## config.mk

```make
export PLATFORM = sky130hd
export DESIGN_NAME = bmec_ctrl
export DESIGN_NICKNAME = d
export VERILOG_FILES = /design/src/logic/bmec_pkg.sv /design/src/logic/bmec_stream_if.sv /design/src/logic/bmec_fifo.sv /design/src/logic/bmec_ctrl.sv
export SDC_FILE = /design/constraint.sdc
export NUM_CORES = 1
export LEC_CHECK = 0
export ABC_AREA = 1
export BUFFER_PORTS_ARGS = -buffer_cell sky130_fd_sc_hd__clkbuf_2
export CAP_MARGIN = 20
export CORE_ASPECT_RATIO = 0.7
export CORE_MARGIN = 2
export CORE_UTILIZATION = 58
export CTS_BUF_LIST = sky130_fd_sc_hd__clkbuf_4
export DETAILED_ROUTE_END_ITERATION = 6
export PLACE_DENSITY = 0.83
export REMOVE_ABC_BUFFERS = 1
export SYNTH_ARGS = -nofsm -noshare
export SYNTH_HDL_FRONTEND = slang
export SYNTH_SLANG_ARGS = --single-unit
```

## constraint.sdc

```tcl
create_clock -name clock_in -period 11.81 [get_ports clock_in]
set_clock_uncertainty 0.05 [all_clocks]
set_input_delay 1.181 -clock clock_in [delete_from_list [all_inputs] [get_ports clock_in]]
set_output_delay 1.181 -clock clock_in [all_outputs]
set_load 0.02 [all_outputs]
```

## src/logic/bmec_pkg.sv

```systemverilog
/*
  constants used by the pattern engine control block; its buffer uses none.
  assumes an 8-bit host port with a 4-bit address and 8-bit pattern words.
*/
`default_nettype none
package bmec_pkg;
  // host port map
  localparam logic [3:0] ADDR_WIDTH_INV_ERR = 4'h1;
  localparam logic [3:0] ADDR_END_ADDR_LOW = 4'h2;
  localparam logic [3:0] ADDR_ACCESS_BANK_CLK = 4'h3;
  localparam logic [7:0] RESET_CTRL = 8'h00;
  // width_invert_error_ctrl fields
  localparam int WIDTH_SEL_HI = 7;
  localparam int WIDTH_SEL_LO = 6;
  localparam int TX_DATA_FLIP = 5;
  localparam int RX_DATA_FLIP = 4;
  localparam int SINGLE_ERROR_TRIGGER = 3;
  localparam int ERR_RATE_SEL2 = 2;
  localparam int ERR_RATE_SEL0 = 0;
  // access_bank_clock_ctrl fields
  localparam int TXCLK_OUT_POLARITY = 5;
  localparam int MEM_DIR_READ = 4;
  localparam int MEM_HOST_OWN = 3;
  localparam int COUNT_BANK = 2;
  localparam int SEED_BANK = 1;
  localparam int PAT_END_BIT_TOP = 0;
  typedef enum logic [1:0] {
    BMEC_W_BIT = 2'b00,
    BMEC_W_NIBBLE = 2'b01,
    BMEC_W_BYTE = 2'b10,
    BMEC_W_INVALID = 2'b11
  } bmec_width_t;
  localparam logic [2:0] RATE_NONE = 3'h0;
  localparam logic [2:0] RATE_E1 = 3'h1;
  localparam logic [2:0] RATE_E2 = 3'h2;
  localparam logic [23:0] PER_E1 = 24'h00000a;
  localparam logic [23:0] PER_E2 = 24'h000064;
  localparam logic [23:0] PER_E3 = 24'h0003e8;
  localparam logic [23:0] PER_E4 = 24'h002710;
  localparam logic [23:0] PER_E5 = 24'h0186a0;
  localparam logic [23:0] PER_E6 = 24'h0f4240;
  localparam logic [23:0] PER_E7 = 24'h989680;
  localparam logic [23:0] PER_OCT1 = 24'h000008;
  localparam logic [23:0] PER_OCT2 = 24'h000040;
  localparam logic [7:0] MASK_BIT = 8'h01;
  localparam logic [7:0] MASK_NIBBLE = 8'h0f;
  localparam logic [7:0] MASK_BYTE = 8'hff;
  localparam logic [3:0] BITS_BIT = 4'h1;
  localparam logic [3:0] BITS_NIBBLE = 4'h4;
  localparam logic [3:0] BITS_BYTE = 4'h8;
endpackage
`default_nettype wire

```

## src/logic/bmec_stream_if.sv

```systemverilog
/*
  valid/ready word stream between the control block and its buffer.
  assumes both ends run on the same clock.
*/
`timescale 1ns/1ns
`default_nettype none
interface bmec_stream_if #(parameter int W = 8);
  logic valid;
  logic ready;
  logic [W-1:0] data;
  modport src (output valid, output data, input ready);
  modport snk (input valid, input data, output ready);
endinterface
`default_nettype wire

```

## src/logic/bmec_fifo.sv

```systemverilog
/*
  word buffer with a registered head word; holds DEPTH words in the array
  plus one in the output register. assumes one clock and async reset.
*/
`timescale 1ns/1ns
`default_nettype none
module bmec_fifo #(
  parameter int W = 8,
  parameter int DEPTH = 32
) (
  // clock and reset
  input wire logic clock_in,
  input wire logic rst_in,
  // streams
  bmec_stream_if.snk wr_if,
  bmec_stream_if.src rd_if
);
  localparam int AW = $clog2(DEPTH);
  if (DEPTH < 2 || (1 << AW) != DEPTH) begin : g_chk
    $error("bmec_fifo: DEPTH must be a power of two of at least 2");
  end
  typedef struct packed {
    logic [DEPTH-1:0][W-1:0] mem;
    logic [AW-1:0] wp;
    logic [AW-1:0] rp;
    logic [AW:0] cnt;
    logic [W-1:0] head;
    logic head_ok;
  } bmec_fifo_state_t;
  bmec_fifo_state_t st_r, st_nxt;
  logic push, pop, load;
  assign wr_if.ready = (st_r.cnt != (AW+1)'(DEPTH));
  assign rd_if.valid = st_r.head_ok;
  assign rd_if.data = st_r.head;
  always_comb begin
    st_nxt = st_r;
    push = wr_if.valid && wr_if.ready;
    pop = st_r.head_ok && rd_if.ready;
    load = (st_r.cnt != '0) && (!st_r.head_ok || pop);
    if (push) begin
      st_nxt.mem[st_r.wp] = wr_if.data;
      st_nxt.wp = st_r.wp + 1'b1;
    end
    if (load) begin
      st_nxt.head = st_r.mem[st_r.rp];
      st_nxt.rp = st_r.rp + 1'b1;
      st_nxt.head_ok = 1'b1;
    end else if (pop) begin
      st_nxt.head_ok = 1'b0;
    end
    st_nxt.cnt = st_r.cnt + (AW+1)'(push) - (AW+1)'(load);
  end
  always_ff @(posedge clock_in or posedge rst_in) begin
    if (rst_in) begin
      st_r <= '0;
    end else begin
      st_r <= st_nxt;
    end
  end
endmodule // bmec_fifo
`default_nettype wire

```

## src/logic/bmec_ctrl.sv

```systemverilog
/*
  control registers of a bit-error-rate pattern engine: width, inversion,
  error insertion, pattern end address, memory access and bank steering,
  gapped transmit clock. assumes the host port, tx/rx clocks and rx data
  are asynchronous pins; pattern words arrive on the core clock.
*/
// Overview of operation
// - width code: 00 bit, 01 nibble, 10 byte
// - tx flip set inverts every outbound bit
// - rx flip set inverts inbound bits before checking
// - trigger rising edge inverts one following bit
// - zero-suppress pattern delays that error one clock
// - rate code 0 none, else one per decade
// - nibble/byte with rate 1 gives one per eight
// - byte with rate 2 gives one per sixty-four
// - nine-bit end address from two registers
// - polarity bit inverts the gapped clock output
// - memory select: 0 state machine, 1 host
// - direction bit: 0 host writes, 1 reads
// - count bank bit steers addresses Ah-Fh
// - seed bank bit steers addresses 5h-8h
// - nibble moves 4 bits, byte 8 per clock
// - edge controls sampled on transmit clock ticks
// - output clock is tx clock gated by enable
`timescale 1ns/1ns
`default_nettype none
module bmec_ctrl #(
  parameter int FIFO_DEPTH = 32
) (
  // clock and reset
  input wire logic clock_in,
  input wire logic rst_in,
  // host parallel port
  input wire logic [3:0] addr_in,
  input wire logic cs_n_in,
  input wire logic rd_n_in,
  input wire logic wr_n_in,
  input wire logic [7:0] data_in,
  output logic [7:0] data_out,
  output logic data_oe_out,
  // pattern words from the generator
  input wire logic [7:0] pat_data_in,
  input wire logic pat_valid_in,
  output logic pat_ready_out,
  input wire logic zero_suppress_pattern_in,
  // transmit link
  input wire logic tx_clock_in,
  input wire logic tx_clock_gate_in,
  output logic [7:0] tx_data_out,
  output logic gapped_tx_clock_out,
  // receive link
  input wire logic rx_clock_in,
  input wire logic [7:0] rx_data_in,
  output logic [7:0] rx_check_data_out,
  output logic rx_check_valid_out,
  // controls to the rest of the engine
  output logic [1:0] width_sel_out,
  output logic [8:0] pat_end_addr_out,
  output logic fsm_mem_own_out,
  output logic host_mem_write_out,
  output logic host_mem_read_out,
  output logic count_bank_sel_out,
  output logic seed_bank_sel_out
);
  typedef struct packed {
    logic cs_n;
    logic rd_n;
    logic wr_n;
    logic [3:0] addr;
    logic [7:0] data;
    logic txc;
    logic txg;
    logic rxc;
    logic [7:0] rxd;
  } bmec_pins_t;
  typedef struct packed {
    bmec_pins_t sy1;
    bmec_pins_t sy2;
    logic [7:0] cr2;
    logic [7:0] cr3;
    logic [7:0] cr4;
    logic wr_prev;
    logic [7:0] rd_data;
    logic rd_oe;
    logic txc_prev;
    logic rxc_prev;
    logic trig_prev;
    logic sbe_pend;
    logic [23:0] rate_acc;
    logic [7:0] tx_data;
    logic [7:0] rx_data;
    logic rx_valid;
    logic clk_out;
  } bmec_ctrl_state_t;
  // strobes rest high so leaving reset cannot look like a host access
  localparam bmec_pins_t PINS_IDLE = '{cs_n: '1, rd_n: '1, wr_n: '1, default: '0};
  localparam bmec_ctrl_state_t ST_RESET = '{sy1: PINS_IDLE, sy2: PINS_IDLE, default: '0};

  function automatic logic [7:0] width_mask(input logic [1:0] w);
    unique case (w)
      bmec_pkg::BMEC_W_BIT: width_mask = bmec_pkg::MASK_BIT;
      bmec_pkg::BMEC_W_NIBBLE: width_mask = bmec_pkg::MASK_NIBBLE;
      bmec_pkg::BMEC_W_BYTE: width_mask = bmec_pkg::MASK_BYTE;
      bmec_pkg::BMEC_W_INVALID: width_mask = '0;
    endcase
  endfunction

  function automatic logic [3:0] width_bits(input logic [1:0] w);
    unique case (w)
      bmec_pkg::BMEC_W_BIT: width_bits = bmec_pkg::BITS_BIT;
      bmec_pkg::BMEC_W_NIBBLE: width_bits = bmec_pkg::BITS_NIBBLE;
      bmec_pkg::BMEC_W_BYTE: width_bits = bmec_pkg::BITS_BYTE;
      bmec_pkg::BMEC_W_INVALID: width_bits = '0;
    endcase
  endfunction

  // bits between inserted errors; wide paths cannot hit ten exactly, nor byte paths a hundred
  function automatic logic [23:0] rate_period(input logic [2:0] r, input logic [1:0] w);
    rate_period = '0;
    unique case (r)
      3'h1: rate_period = (w == bmec_pkg::BMEC_W_BIT) ? bmec_pkg::PER_E1 :
                          bmec_pkg::PER_OCT1;
      3'h2: rate_period = (w == bmec_pkg::BMEC_W_BYTE) ? bmec_pkg::PER_OCT2 :
                          bmec_pkg::PER_E2;
      3'h3: rate_period = bmec_pkg::PER_E3;
      3'h4: rate_period = bmec_pkg::PER_E4;
      3'h5: rate_period = bmec_pkg::PER_E5;
      3'h6: rate_period = bmec_pkg::PER_E6;
      3'h7: rate_period = bmec_pkg::PER_E7;
      3'h0: rate_period = '0;
    endcase
  endfunction

  bmec_ctrl_state_t st_r, st_nxt;
  bmec_stream_if #(.W(8)) in_if ();
  bmec_stream_if #(.W(8)) out_if ();

  bmec_fifo #(.W(8), .DEPTH(FIFO_DEPTH)) u_fifo (
    .clock_in(clock_in),
    .rst_in(rst_in),
    .wr_if(in_if),
    .rd_if(out_if)
  );

  logic [1:0] width;
  logic [2:0] rate;
  logic [7:0] mask;
  logic tx_tick, rx_tick, host_wr, host_rd, sbe_edge, zs, inj_single, rate_err;
  logic [24:0] acc_sum;
  logic [23:0] period;
  logic [7:0] word;

  assign in_if.valid = pat_valid_in;
  assign in_if.data = pat_data_in;
  assign pat_ready_out = in_if.ready;
  assign width = st_r.cr2[bmec_pkg::WIDTH_SEL_HI:bmec_pkg::WIDTH_SEL_LO];
  assign rate = st_r.cr2[bmec_pkg::ERR_RATE_SEL2:bmec_pkg::ERR_RATE_SEL0];
  assign mask = width_mask(width);
  assign period = rate_period(rate, width);
  assign zs = zero_suppress_pattern_in;
  // ticks only on sampled clock rising edges; no edge means no trigger detection
  assign tx_tick = st_r.sy2.txc && !st_r.txc_prev && st_r.sy2.txg &&
                   (width != bmec_pkg::BMEC_W_INVALID);
  assign rx_tick = st_r.sy2.rxc && !st_r.rxc_prev &&
                   (width != bmec_pkg::BMEC_W_INVALID);
  assign sbe_edge = st_r.cr2[bmec_pkg::SINGLE_ERROR_TRIGGER] && !st_r.trig_prev;
  assign inj_single = tx_tick && ((sbe_edge && !zs) || st_r.sbe_pend);
  assign acc_sum = {1'b0, st_r.rate_acc} + {21'h000000, width_bits(width)};
  assign rate_err = tx_tick && (rate != bmec_pkg::RATE_NONE) &&
                    (acc_sum >= {1'b0, period});
  assign out_if.ready = tx_tick;
  assign host_wr = !st_r.sy2.cs_n && !st_r.sy2.wr_n;
  assign host_rd = !st_r.sy2.cs_n && !st_r.sy2.rd_n;

  always_comb begin
    st_nxt = st_r;
    st_nxt.sy1 = {cs_n_in, rd_n_in, wr_n_in, addr_in, data_in, tx_clock_in,
                  tx_clock_gate_in, rx_clock_in, rx_data_in};
    st_nxt.sy2 = st_r.sy1;
    st_nxt.txc_prev = st_r.sy2.txc;
    st_nxt.rxc_prev = st_r.sy2.rxc;
    st_nxt.wr_prev = host_wr;
    word = out_if.valid ? out_if.data : '0;
    // one write per strobe, taken on its leading edge
    if (host_wr && !st_r.wr_prev) begin
      unique case (st_r.sy2.addr)
        bmec_pkg::ADDR_WIDTH_INV_ERR: st_nxt.cr2 = st_r.sy2.data;
        bmec_pkg::ADDR_END_ADDR_LOW: st_nxt.cr3 = st_r.sy2.data;
        bmec_pkg::ADDR_ACCESS_BANK_CLK: st_nxt.cr4 = st_r.sy2.data;
        default: ;
      endcase
    end
    st_nxt.rd_oe = 1'b0;
    if (host_rd) begin
      st_nxt.rd_oe = 1'b1;
      unique case (st_r.sy2.addr)
        bmec_pkg::ADDR_WIDTH_INV_ERR: st_nxt.rd_data = st_r.cr2;
        bmec_pkg::ADDR_END_ADDR_LOW: st_nxt.rd_data = st_r.cr3;
        bmec_pkg::ADDR_ACCESS_BANK_CLK: st_nxt.rd_data = st_r.cr4;
        default: st_nxt.rd_oe = 1'b0;
      endcase
    end
    if (tx_tick) begin
      st_nxt.trig_prev = st_r.cr2[bmec_pkg::SINGLE_ERROR_TRIGGER];
      // under zero suppression the error waits one tick, set wins over consume
      st_nxt.sbe_pend = sbe_edge && zs;
      if (rate == bmec_pkg::RATE_NONE) begin
        st_nxt.rate_acc = '0;
      end else if (rate_err) begin
        st_nxt.rate_acc = 24'(acc_sum - {1'b0, period});
      end else begin
        st_nxt.rate_acc = acc_sum[23:0];
      end
      if (st_r.cr2[bmec_pkg::TX_DATA_FLIP]) begin
        word = ~word;
      end
      word[0] = word[0] ^ inj_single ^ rate_err;
      st_nxt.tx_data = word & mask;
    end
    st_nxt.rx_valid = rx_tick;
    if (rx_tick) begin
      st_nxt.rx_data = (st_r.sy2.rxd ^ {8{st_r.cr2[bmec_pkg::RX_DATA_FLIP]}}) & mask;
    end
    st_nxt.clk_out = (st_r.sy2.txc && st_r.sy2.txg) ^
                     st_r.cr4[bmec_pkg::TXCLK_OUT_POLARITY];
  end

  always_ff @(posedge clock_in or posedge rst_in) begin
    if (rst_in) begin
      st_r <= ST_RESET;
    end else begin
      st_r <= st_nxt;
    end
  end

  assign data_out = st_r.rd_data;
  assign data_oe_out = st_r.rd_oe;
  assign tx_data_out = st_r.tx_data;
  assign gapped_tx_clock_out = st_r.clk_out;
  assign rx_check_data_out = st_r.rx_data;
  assign rx_check_valid_out = st_r.rx_valid;
  assign width_sel_out = width;
  assign pat_end_addr_out = {st_r.cr4[bmec_pkg::PAT_END_BIT_TOP], st_r.cr3};
  assign fsm_mem_own_out = !st_r.cr4[bmec_pkg::MEM_HOST_OWN];
  assign host_mem_write_out = st_r.cr4[bmec_pkg::MEM_HOST_OWN] &&
                              !st_r.cr4[bmec_pkg::MEM_DIR_READ];
  assign host_mem_read_out = st_r.cr4[bmec_pkg::MEM_HOST_OWN] &&
                             st_r.cr4[bmec_pkg::MEM_DIR_READ];
  assign count_bank_sel_out = st_r.cr4[bmec_pkg::COUNT_BANK];
  assign seed_bank_sel_out = st_r.cr4[bmec_pkg::SEED_BANK];
endmodule // bmec_ctrl
`default_nettype wire

```

==> impl_metrics.ini, run 1 <==
[floorplanning]
start_util = 0.5919
die_w_um = 225.7
core_area_um2 = 33700
rows = 56
num_io_pins = 82
die_h_um = 159.2
die_area_um2 = 35920

[clock_network]
cts.sinks = 413
cts-resized-gates = 0
cts_setup_buffers = 0
insertion_delay_ns = 0.83
postCtsHoldBufs = 0
cts_tree = done
clkTransAtPathRegs_ns = 0.07
root_buffer = clkbuf_4
numCtsBuffers = 94
h-tree-depth = 3
clk_path_buf_depth = 3

[route]
drt-initial-drc-count = 2000
vias_per_cell = 5.778
wl_per_cell_um = 18.14
dr_total_vias = 16960
antenna_left = 0
drt_wl_total_um = 53230
first_pass_iters = 7
remaining_drc_errors = 2

[synth]
synth_flop_cell = dfrtp_1
synth_top_cell_by_area = dfrtp_1
synth_commonest_cells = nand2_1, o21ai_0, dfrtp_1, nor2_1, inv_1
netlist_area_um2 = 19950
syn_avg_cell_area_um2 = 8.456
synth.area.top_cells = dfrtp_1, nand2_1, o21ai_0
synth.distinct_cells = 55
synth-async-reset-ratio = 1.000
synth-edff-count = 0
synth_seq_cells = 413
synthCells = 2359
yosysMostFrequentCell = nand2_1
ys_seq_area_frac = 0.5185
yosysTopAreaCellShare = 0.5106
yosysWarnings = 0

[min_path]
worstHoldPathCells = 0
holdPathEnd = st_r[80]
hp-start = st_nxt[80]
hp-class = register to register

[placed_design]
dp_slack_ns = 7.070
numPortBuffers = 81
gp_congestion = 0.9560
dp.final_hpwl_um = 34640
place_area_um2 = 20270

[cells_and_area]
seqCellArea_um2 = 10350
nets = 2476
fill_cells = 2846
layout-drive-gt1-share = 0.1309
areaGrowthSynthToFinish_pct = 8.311
multi_input_area_um2 = 8330
design_area_um2 = 21610

[timing]
fmax_mhz = 206.8
timing.final.ws_setup_ns = 6.975
setup_viol = 0
rsz0062_at_grt = false
fin_crit_sh = 0.4094
slew_headroom = 0.2240
slew_viol_final = 0
layout_min_cycle_time_ns = 4.835
setup_tns_ns = 0
hold_violations = 0
tightest_slew_ns = 1.163

[critical_path]
cp-end-kind = register
reg2reg_to = st_r[36]
ff2ff_path_depth = 23
r2r_start = width_sel_out[0]
path_class = register to register
ff2ff_setup_slack_ns = 6.98
worstPathRequired_ns = 12.44
start_kind = register
worstPathArrival_ns = 5.46
path_max_fanout = 25

[pwr]
p_per_area_nw_per_um2 = 266.7
switching_share = 0.4302
ir_worst_vdd_v = 0.0001107
p_int_uw = 3283
clkPwrFrac = 0.201
p_seq_frac = 0.405
p_switching_uw = 2479
p_leak_uw = 0.01053
power_frac_comb = 0.395

[grt]
grt_first_pass_wirelength_um = 86600
grt-ovfl-total = 0
grt_max_degree = 107
first_global_vias = 16210
grt_usage = 0.3053
antenna_found_initial = 2

[status]
violations = DRC
status = finished with violations

[job]
drv_cap = 0
[sequential cells by signal, summed over array words and instances (netlist names)]
name and flops:
u_fifo.st_r 272, pat_end_addr_out 9, u_fifo.rd_if.valid 1, width_sel_out 2, st_r 61, tx_data_out 8
rate 3, rx_check_data_out 8, count_bank_sel_out 1, data_oe_out 1, gapped_tx_clock_out 1, data_out 8
seed_bank_sel_out 1, u_fifo.rd_if.data 8, st_nxt 28, rx_check_valid_out 1
[logic make-up (layout without fill, tap and decap cells)]
| family | Yosys count | after routing | synth area share |
|---|---|---|---|
| simple gates | 977 | 977 | 0.2041 |
| compound gates | 569 | 569 | 0.1577 |
| flops | 413 | 413 | 0.5185 |
| buf+inv | 295 | 403 | 0.06392 |
| xor+xnor | 57 | 57 | 0.02503 |
| fa+ha+maj | 47 | 47 | 0.03023 |
| mux | 1 | 1 | 0.0005645 |
| other cells | 0 | 4 | 0 |
[power by group through the flow]
stage	sequential, µW	combinational (µW)	clock [µW]
2_1_floorplan	2300	1530	0
3_5_place_dp	2330	2220	0
5_1_grt	2390	2570	1260
4_1_cts	2320	2220	1170
3_3_place_gp	2310	2150	0
6_report	2330	2270	1160
[routing by layer]
metal	vias to the layer above	part of all wire	global-route usage
li1	7871	-	-
met1	8126	0.44	0.4580
met2	849	0.42	0.4164
met3	113	0.11	0.09374
met4	0	0.026	0.1117
met5	-	0	0
[stage by stage]
stage | total power (µW) | hold WS (ns) | cells | utilization
floorplan | 3834 | 0.2812 | 2198 | -
global placement | 4457 | 0.2822 | 2754 | 0.6011
detailed placement | 4552 | 0.2847 | 2755 | 0.6015
CTS | 5714 | 0.2954 | 2927 | 0.6379
global route | 6216 | 0.2950 | 2935 | 0.6411
finish | 5762 | 0.2962 | 2935 | 0.6411
[final cells by class]
type / count / area share
flip-flops and latches: 413 / 0.4789
clock inverters: 28 / 0.006718
repair buffers: 97 / 0.02780
well taps: 464 / 0.02687
diodes: 4 / 0.0004633
clock buffers: 144 / 0.05003
inverters: 134 / 0.02369
multi-input cells: 1651 / 0.3856
[worst max path at each step]
stage / startpoint / endpoint / slack, ns / depth (start not counted)
2_1_floorplan: rst_in / count_bank_sel_out / -0.90 / 1
3_3_place_gp: width_sel_out[0] / st_r[40] / 7.22 / 23
3_5_place_dp: width_sel_out[0] / st_r[41] / 7.07 / 23
4_1_cts: width_sel_out[0] / st_r[36] / 7.02 / 23
5_1_grt: width_sel_out[0] / st_r[36] / 6.48 / 23
6_report: width_sel_out[0] / st_r[36] / 6.98 / 23
[cells in the final DEF (no fill, tap or decap), types with 4 or more instances in the layout]
cell      netlist  final
inv_6           0      4
nand3_1        62     62
dfrtp_1       407    406
a21oi_2         9      9
o21a_1          5      5
a41oi_1         7      7
clkbuf_4        0    144
o21ai_0       441    441
nor2_4          4      4
nand2_2        20     20
xor2_1         42     42
nand3_2         6      6
dfstp_2         6      6
inv_2           5      5
diode_2         0      4
clkbuf_2        0     81
nand2_1       623    623
nand3b_1        6      6
o22ai_1        39     39
nor2_1        204    204
buf_4          35     11
clkinv_1        6     25
nor3_1          5      5
xnor2_1        15     15
ha_1           45     45
a21oi_1        22     22
nand4_1        32     32
o211ai_1        7      7
o221ai_1       25     25
inv_1         123    121
[worst max-delay path, cell delays in order (launching register included)]
cell     delay, ns
dfrtp_1       0.44
inv_1         0.14
ha_1          0.35
ha_1          0.45
nand3_2       0.14
a21oi_4       0.27
inv_2         0.09
nor2_1        0.27
nand2_1       0.15
xnor2_1       0.17
ha_1          0.37
nand2_1       0.09
inv_1         0.08
nand2_1       0.08
nor3_1        0.24
nand4_2       0.16
o21ai_4       0.21
nor2_8        0.06
nand2_4       0.32
nand2_8       0.21
inv_2         0.16
nand2_1       0.06
nand2_1       0.06
nand2_1       0.04
(Power assumes the default switching activity.)
==> run 2: changes to the inputs <==
--- a/config.mk
+++ b/config.mk
@@ -5,7 +5,7 @@
 export SDC_FILE = /design/constraint.sdc
 export NUM_CORES = 1
 export LEC_CHECK = 0
-export ABC_AREA = 1
+export ABC_AREA = 0
 export BUFFER_PORTS_ARGS = -buffer_cell sky130_fd_sc_hd__clkbuf_2
 export CAP_MARGIN = 20
 export CORE_ASPECT_RATIO = 0.7
==> constraint.sdc (replaced) <==
create_clock -name clock_in -period 4.21 [get_ports clock_in]
set_clock_uncertainty 0.05 [all_clocks]
set_input_delay 0.421 -clock clock_in [delete_from_list [all_inputs] [get_ports clock_in]]
set_output_delay 0.421 -clock clock_in [all_outputs]
set_load 0.02 [all_outputs]
==> impl_metrics.ini, run 2 <==
[route]
wl_per_cell_um = 21.96
drt-initial-drc-count = 1059
drt_wl_total_um = 48190
first_pass_iters = 5
remaining_drc_errors = 0
dr_total_vias = 13230
vias_per_cell = 6.029
antenna_left = 0

[synth]
synth.area.top_cells = dfrtp_1, mux2_2, mux4_2
synthCells = 1483
synth_commonest_cells = dfrtp_1, mux2_2, nand2_1, mux4_2, clkbuf_1
synth_seq_cells = 413
syn_avg_cell_area_um2 = 13.34
synth_flop_cell = dfrtp_1
netlist_area_um2 = 19790
synth-edff-count = 0
yosysWarnings = 0
synth_top_cell_by_area = dfrtp_1
yosysMostFrequentCell = dfrtp_1
synth-async-reset-ratio = 1.000
synth.distinct_cells = 70
ys_seq_area_frac = 0.5226
yosysTopAreaCellShare = 0.5146

[critical_path]
reg2reg_to = st_r[38]
worstPathArrival_ns = 5.01
cp-end-kind = register
crit_end = st_r[38]
startpoint = width_sel_out[1]
start_kind = register
path_max_fanout = 7
ff2ff_setup_slack_ns = -0.11
worstPathRequired_ns = 4.90
r2r_start = width_sel_out[1]
ff2ff_path_depth = 20
path_class = register to register

[cells_and_area]
utilization = 0.6831
final_cell_mix = dfrtp_1, mux2_2, clkbuf_4
layout-drive-gt1-share = 0.4405
fill_cells = 2267
design_area_um2 = 22930
nets = 1763
largest_register_ffs = 272
final_common_cell = dfrtp_1
regMostFlops = u_fifo.st_r
areaGrowthSynthToFinish_pct = 15.84

[timing]
fin_crit_sh = 1.026
tightest_slew_ns = 0.9827
fmax_mhz = 231.5
slew_viol_final = 0
rsz0062_at_grt = true
hold_violations = 0
layout_min_cycle_time_ns = 4.320
slew_headroom = 0.3449
setup_viol = 11
timing.final.ws_setup_ns = -0.1103

[placed_design]
dp_slack_ns = -0.2676
numPortBuffers = 81
gp_congestion = 0.9513
dp.final_hpwl_um = 31450
place_area_um2 = 20890

[grt]
grt_usage = 0.2807
antenna_found_initial = 2
grt_first_pass_wirelength_um = 76440
first_global_vias = 13730
grt-ovfl-total = 0
grt_max_degree = 140

[clock_network]
numCtsBuffers = 99
root_buffer = clkbuf_4
cts_tree = done
h-tree-depth = 3
clk_path_buf_depth = 3
clkTransAtPathRegs_ns = 0.07
cts.sinks = 413
insertion_delay_ns = 0.82

[pwr]
p_leak_uw = 0.01068
p_per_area_nw_per_um2 = 755.8
ir_worst_vdd_v = 0.0004006

[min_path]
hp-class = input port to async pin

[floorplanning]
die_w_um = 224.8
start_util = 0.5897
die_h_um = 158.5
die_area_um2 = 35640
num_io_pins = 82
rows = 56
core_area_um2 = 33560

[job]
drv_cap = 0

[status]
violations = setup timing
status = finished with violations
run 2: power by group:
part	switching (µW)	leakage [µW]	internal (µW)	total, µW
clock	1670	0.000761	1630	3300
combinational	3490	0.00467	4080	7570
sequential	1100	0.00525	5350	6450
total	6260	0.0107	11100	17300
run 2: logic make-up (layout without fill, tap and decap cells):
family / Yosys count / in the layout / synth area share
AOI/OAI and AO/OA: 150 / 150 / 0.05127
xor gates and xnor gates: 68 / 68 / 0.03009
adders and majority gates: 47 / 47 / 0.03047
buffers and inverters: 147 / 421 / 0.03604
DFF: 413 / 413 / 0.5226
muxes: 383 / 383 / 0.2621
other: 0 / 2 / 0
and+or+nand+nor: 275 / 275 / 0.06746
run 2: area by class of cell:
type	count	area [µm²]	share of cell area
clock inverter	32	173.9	0.007586
timing repair buffer	208	1570	0.06849
inverter	33	131.4	0.005731
clock buffer	148	1111	0.04846
tap	435	544.3	0.02374
multi-input combinational	923	9041	0.3944
sequential	413	10350	0.4514
antenna	2	5.005	0.0002183
run 2: through the flow:
stage / hold slack (ns) / instances / power (µW) / setup TNS [ns]
global route: 0.02820 / 2194 / 18300 / -5.866
CTS: 0.02900 / 2180 / 16750 / 0
floorplan: 0.2812 / 1369 / 10970 / -3187.70
global placement: 0.2824 / 1970 / 12960 / -0.8436
finish: 0.06073 / 2194 / 17330 / -0.4787
detailed placement: 0.2847 / 1970 / 13310 / -3.548
run 2: metal layers:
layer,GRT usage,wire length [µm],vias to the layer above
li1,-,-,5805
met3,0.06643,3325,88
met5,0,0,-
met2,0.4223,22160,463
met4,0.08389,869,0
met1,0.4105,21840,6872
run 2: repair_timing:
action | in CTS | in global routing
gates cloned | 0 | 0
gates resized for setup | 11 | 60
buffers inserted | 2 | 12
hold buffers | 28 | 0
pin swaps | 1 | 30
hold endpoints to repair | 159 | 0
endpoints found under the setup margin | 23 | 24
run 2: worst max-delay path: stages (launching register included):
cell,delay (ns)
dfrtp_1,0.41
buf_6,0.13
ha_4,0.16
ha_4,0.27
and2_4,0.14
a221o_1,0.20
nand2_2,0.09
nor3_2,0.15
buf_4,0.14
nand4_1,0.15
xnor2_2,0.19
ha_1,0.32
nand2_2,0.09
buf_4,0.15
buf_4,0.13
nor3_2,0.20
inv_1,0.08
o31a_1,0.27
a21o_4,0.26
or4_4,0.54
a21oi_2,0.13
run 2: worst min-delay path by stage:
stage	startpoint	to	slack, ns	depth (start not counted)
finish	rst_in	u_fifo.st_r[165]	0.06	3
global route	rst_in	u_fifo.st_r[165]	0.03	3
CTS	pat_valid_in	u_fifo.st_r[20]	0.03	3
detailed placement	st_nxt[82]	st_r[82]	0.28	0
global placement	st_nxt[93]	st_r[93]	0.28	0
floorplan	st_nxt[88]	st_nxt[44]	0.28	0
